==> src/core/rate_status_pkg.sv <==
// Constants for the main status and rate control register pair
package rate_status_pkg;

  localparam int          ADDR_W          = 3;
  localparam logic [2:0]  REG_OFFSET      = 3'h4;
  localparam int          HOST_REQ_BIT    = 7;
  localparam int          DIR_BIT         = 6;
  localparam int          NON_DMA_BIT     = 5;
  localparam int          CMD_BUSY_BIT    = 4;
  localparam int          SOFT_RESET_BIT  = 7;
  localparam int          POWER_DOWN_BIT  = 6;
  localparam int          SHIFT_LSB       = 2;
  localparam int          SHIFT_W         = 3;
  localparam int          RATE_LSB        = 0;
  localparam int          RATE_W          = 2;
  localparam int          DRIVES          = 4;
  localparam logic [7:0]  RATE_CTRL_RESET = 8'h02;

  // Where the effective rate was last written from
  typedef enum logic {SRC_PRIMARY, SRC_ALT} rate_src_t;

endpackage

==> src/core/floppy_status_and_rate_regs.sv <==
// Main status read and rate control write sharing one register offset
//
// Summary of operation
// - Status bit 7 is high only when the data register can take or give a byte.
// - Status bit 6 high means host reads data, low means host writes data.
// - Status bit 5 is set only in a non-DMA execution phase.
// - Status bit 4 is high while a read or write command is processed.
// - Status bits 3 to 0 are high while the matching drive is seeking.
// - A read at offset 4 returns status; a write there sets rate control.
// - Rate control bits 1:0 hold the rate, bits 4:2 the write shift delay.
// - In legacy modes the rate comes from the alternative rate control.
// - Outside legacy mode the rate comes from whichever source was written last; host writes in legacy mode do not switch it.
// - Writing rate control bit 7 high requests a controller soft reset.
// - Rate control bit 6 high puts the controller into power-down.
`timescale 1ns/1ps

module floppy_status_and_rate_regs
  import rate_status_pkg::*;
#(
  parameter int DRIVE_CNT = DRIVES
)(
  input  wire logic                  ref_clk,
  input  wire logic                  rst,
  input  wire logic [ADDR_W-1:0]     hostAddr,
  input  wire logic                  hostRd,
  input  wire logic                  hostWr,
  input  wire logic [7:0]            hostWrData,
  output logic      [7:0]            hostRdData,
  input  wire logic                  dataRegReady,
  input  wire logic                  dataToHost,
  input  wire logic                  nonDmaExec,
  input  wire logic                  rwCmdActive,
  input  wire logic [DRIVE_CNT-1:0]  seekActive,
  input  wire logic                  legacyMode,
  input  wire logic                  altRateWr,
  input  wire logic [RATE_W-1:0]     altRateCode,
  output logic      [RATE_W-1:0]     rateCode,
  output logic      [SHIFT_W-1:0]    writeShiftDelay,
  output logic                       powerDown,
  output logic                       softResetReq,
  output logic      [7:0]            mainStatus
);

  logic [7:0]        rateCtrl_r;
  logic [RATE_W-1:0] altRate_r;
  rate_src_t         rateSrc_r;
  logic              regHit;
  logic [7:0]        status_nxt;

  assign regHit = (hostAddr == REG_OFFSET);

  always_comb
  begin
    status_nxt                 = 8'h00;
    status_nxt[HOST_REQ_BIT]   = dataRegReady;
    status_nxt[DIR_BIT]        = dataToHost;
    status_nxt[NON_DMA_BIT]    = nonDmaExec;
    status_nxt[CMD_BUSY_BIT]   = rwCmdActive;
    status_nxt[DRIVE_CNT-1:0]  = seekActive;
  end

  always_ff @(posedge ref_clk)
  begin
    if (rst)
      mainStatus <= 8'h00;
    else
      mainStatus <= status_nxt;
  end

  // Read data registered; other offsets read zero
  always_ff @(posedge ref_clk)
  begin
    if (rst)
      hostRdData <= 8'h00;
    else if (hostRd && regHit)
      hostRdData <= status_nxt;
    else
      hostRdData <= 8'h00;
  end

  always_ff @(posedge ref_clk)
  begin
    if (rst)
      rateCtrl_r <= RATE_CTRL_RESET;
    else if (hostWr && regHit)
      rateCtrl_r <= hostWrData;
  end

  // Last writer of the rate wins, host writes counting only outside legacy mode; there a same-cycle tie goes to the host write
  always_ff @(posedge ref_clk)
  begin
    if (rst)
    begin
      rateSrc_r <= SRC_PRIMARY;
      altRate_r <= RATE_CTRL_RESET[RATE_W-1:0];
    end
    else if (hostWr && regHit && !legacyMode)
      rateSrc_r <= SRC_PRIMARY;
    else if (altRateWr)
    begin
      rateSrc_r <= SRC_ALT;
      altRate_r <= altRateCode;
    end
  end

  always_ff @(posedge ref_clk)
  begin
    if (rst)
    begin
      rateCode        <= RATE_CTRL_RESET[RATE_W-1:0];
      writeShiftDelay <= RATE_CTRL_RESET[SHIFT_LSB +: SHIFT_W];
      powerDown       <= 1'b0;
    end
    else
    begin
      if (legacyMode || rateSrc_r == SRC_ALT)
        rateCode <= altRate_r;
      else
        rateCode <= rateCtrl_r[RATE_LSB +: RATE_W];
      writeShiftDelay <= rateCtrl_r[SHIFT_LSB +: SHIFT_W];
      powerDown       <= rateCtrl_r[POWER_DOWN_BIT];
    end
  end

  // One-cycle reset request per write with bit 7 set
  always_ff @(posedge ref_clk)
  begin
    if (rst)
      softResetReq <= 1'b0;
    else
      softResetReq <= hostWr && regHit && hostWrData[SOFT_RESET_BIT];
  end
endmodule

==> config.mk <==
export PLATFORM = sky130hd
export DESIGN_NAME = floppy_status_and_rate_regs
export DESIGN_NICKNAME = d
export VERILOG_FILES = /design/src/core/rate_status_pkg.sv /design/src/core/floppy_status_and_rate_regs.sv
export SDC_FILE = /design/constraint.sdc
export NUM_CORES = 1
export LEC_CHECK = 0
export ABC_AREA = 1
export BUFFER_PORTS_ARGS = -buffer_cell sky130_fd_sc_hd__buf_2
export CAP_MARGIN = 20
export CORE_UTILIZATION = 43
export DETAILED_ROUTE_END_ITERATION = 6
export PLACE_DENSITY = 0.8
export RECOVER_POWER = 50
export REMOVE_ABC_BUFFERS = 1
export SETUP_SLACK_MARGIN = 0.15
export SLEW_MARGIN = 20
export SYNTH_ARGS = -nofsm -noshare
export SYNTH_HDL_FRONTEND = slang
export SYNTH_SLANG_ARGS = --single-unit
export TNS_END_PERCENT = 5
==> constraint.sdc <==
create_clock -name ref_clk -period 0.9 [get_ports ref_clk]
set_input_delay 0.09 -clock ref_clk [delete_from_list [all_inputs] [get_ports ref_clk]]
set_output_delay 0.09 -clock ref_clk [all_outputs]
set_load 0.02 [all_outputs]
==> results.py <==
metrics = {
    "sta": {
        "setup-violations-final": 0,
        "slew_headroom_pct": 73.6,
        "fin_ws_ns": 0.0163,
        "rsz0062_at_grt": "true",
        "final-max-slew-violation-count": 0,
        "skew_ns": 0.00515,
        "worstMarginPinSlew_ns": 0.395,
        "fmax_ghz": 1.13,
        "hold_violations": 0,
        "period_share_pct": 98.2,
        "layout_min_cycle_time_ns": 0.884,
        "final.setup.tns_ns": 0,
    },
    "logic_synthesis": {
        "synth-seq-cells": 32,
        "synth_top_area_share_pct": 64.1,
        "synth.avg_cell_area_um2": 9.34,
        "postSynthCellCount": 107,
        "synth.area.top_cells": "dfxtp_1 64%, inv_1 6.4%, nor2_1 5.6%, nor3_1 4.0%, a21oi_1 3.5%",
        "synth_cell_types": 17,
        "synth.largest_area_cell": "dfxtp_1",
        "ys_seq_area_share_pct": 64.1,
        "syn_area_um2": 1000,
        "yosysWarnings": 0,
    },
    "hold_path": {
        "hold_class": "input pin to flop",
        "hold_start": "altRateCode[1]",
    },
    "place": {
        "gp_congestion": 0.696,
        "hpwlAfterDp_um": 1330,
        "dp_slack_ns": 0.00248,
        "place_area_mm2": 0.00127,
        "io_buffers": 48,
    },
    "worst_setup_path": {
        "r2r-start": "rateSrc_r",
        "required_ns": 0.81,
        "arrival_ns": 0.79,
        "crit_slowest_cell": "dfxtp_2",
        "crit_path_max_fanout": 1,
        "critPathLaunch": "hostRdData[1]",
        "slowest_delay_ns": 0.35,
        "endpoint_kind": "output pin",
        "setup.worst_path.class": "flop to output pin",
        "start_kind": "flop",
        "crit_family": "flip-flops",
        "path_cells": "buf_6",
        "crit_buf_inv": 1,
    },
    "pwr": {
        "p_sw_share_pct": 24.1,
        "clock_power_share_pct": 28.0,
        "power_switching_uw": 612,
        "leakage_uw": 0.000751,
        "finalPower_uw": 2540,
        "power_frac_comb_pct": 12.8,
        "intPower_uw": 1930,
        "peakVddDrop_mv": 1.07,
        "seqPwrFrac_pct": 59.2,
        "power.density_mw_per_mm2": 1600,
    },
    "cells_and_area": {
        "diodes": 0,
        "mostFrequentLayoutCells": "24 x buf_2, 21 x dfxtp_2, 21 x buf_6, 17 x inv_1, 14 x nor2_1",
        "fin_util_pct": 72.4,
        "area_delta_synth_final_pct": 58.7,
        "layout-drive-gt1-share_pct": 50.3,
        "layout.cells.most_common": "buf_2",
        "fin_nets": 196,
        "stdcell_area_mm2": 0.00159,
    },
    "floorplan": {
        "core_mm2": 0.00219,
        "die_x_um": 50.2,
        "rows": 17,
        "die_y_um": 50.2,
        "start_util_pct": 45.6,
        "die_area_mm2": 0.00252,
        "io_pins": 50,
    },
    "clock_tree": {
        "cts_tree": "done",
        "cts_buffers": 5,
        "cts.clk_slew.worst_paths_ns": 0.09,
        "h-tree-depth": 2,
        "post-cts-setup-buffers": 0,
        "cts-root-buf": "clkbuf_4",
        "clock_latency_ns": 0.32,
        "clkSinkCount": 32,
        "clockBufferDepth": 2,
    },
    "routing": {
        "drt_wl_total_um": 2200,
        "drt-wirelength-per-cell_um": 11.2,
        "drtIter0Drc": 18,
        "vias_per_cell": 4.62,
        "via_count": 910,
        "ant_nets": 0,
        "first_pass_iters": 4,
        "drc_errors": 0,
    },
    "global_route": {
        "grt_overflow": 0,
        "antenna_found_initial": 0,
        "grt_pass1_vias": 884,
        "grt_start_max_net_pins": 21,
        "grt_pass1_wl_um": 3500,
        "grt_usage_pct": 19.5,
    },
    "job": {
        "cap_violations": 0,
    },
    "run_status": {
        "outcome": "completed",
    },
}
-- worst paths after layout --
check / end / slack [ns] / depth (start not counted)
worst max-delay path: hostRdData[1] / 0.02 / 1
worst min-delay path: altRate_r[1] / 0.01 / 3
worst max register to register: rateCode[0] / 0.16 / 3
worst min register to register: writeShiftDelay[0] / 0.43 / 2
-- layout make-up --
cell class                 instances  area [um2]
clock buffer                       6        41.3
clock inverter                     1        5.00
fill                             171         604
inverter                          17        63.8
multi-input combinational         54         290
sequential                        32         671
tap                               28        35.0
timing repair buffer              59         480
-- power groups by stage --
stage,Sequential (uW),Clock (uW),Combinational (uW)
final,1500,711,326
after global routing,1510,817,361
after CTS,1490,735,306
after detailed placement,1520,0,248
after global placement,1510,0,242
after floorplan,1560,0,77.7
-- worst register-to-register path, stage by stage, from the launching register on --
cell	delay (ns)
dfxtp_4	0.37
nor2_4	0.12
o21ai_2	0.08
a21oi_2	0.11
-- cell families (layout without fill, tap and decap cells) --
kind of cell / count (synthesis) / in the layout / share of synthesized area, %
AO/OA/AOI/OAI: 15 / 15 / 7.76
buffers and inverters: 21 / 83 / 8.76
flip-flops: 32 / 32 / 64.1
AND/OR/NAND/NOR: 39 / 39 / 19.4
-- synth_stat cells --
master / count
buf_2: 1
buf_6: 1
dfxtp_1: 32
nand4_2: 1
o21ai_0: 4
clkbuf_1: 2
nor3_1: 8
nor2_4: 1
o21ai_1: 3
inv_1: 17
o211ai_1: 1
nor2_1: 15
nand3_1: 5
a21oi_1: 7
nand2_1: 6
nand3_2: 2
nand4_1: 1
-- through the flow --
| step | instances | hold WS, ns |
|---|---|---|
| 5_1_grt | 197 | 0.0224 |
| 4_1_cts | 197 | 0.00193 |
| 3_3_place_gp | 181 | 0.304 |
| 3_5_place_dp | 181 | 0.314 |
| 6_report | 197 | 0.0113 |
| 2_1_floorplan | 103 | 0.162 |
-- metal layers --
layer / track usage (%) / share of wire [%] / wire length (um)
met2: 33.8 / 51 / 1120
met5: 0 / 0 / 0
met4: 12.9 / 1.5 / 32
met1: 20.1 / 38 / 826
met3: 5.76 / 9.8 / 215
-- registers in the layout, summed over array words and instances, names as in the netlist --
name,flops
hostRdData,8
mainStatus,8
rateCtrl_r,6
writeShiftDelay,3
altRate_r,2
rateCode,2
powerDown,1
rateSrc_r,1
softResetReq,1
-- repair_timing --
action | CTS | global route
hold buffers | 9 | 0
gates cloned | 0 | 0
endpoints found under the hold margin | 13 | 0
resized for setup | 45 | 30
setup endpoints to repair | 24 | 26
pin swaps | 0 | 2
Note: power is estimated with default switching activity, not from simulation.
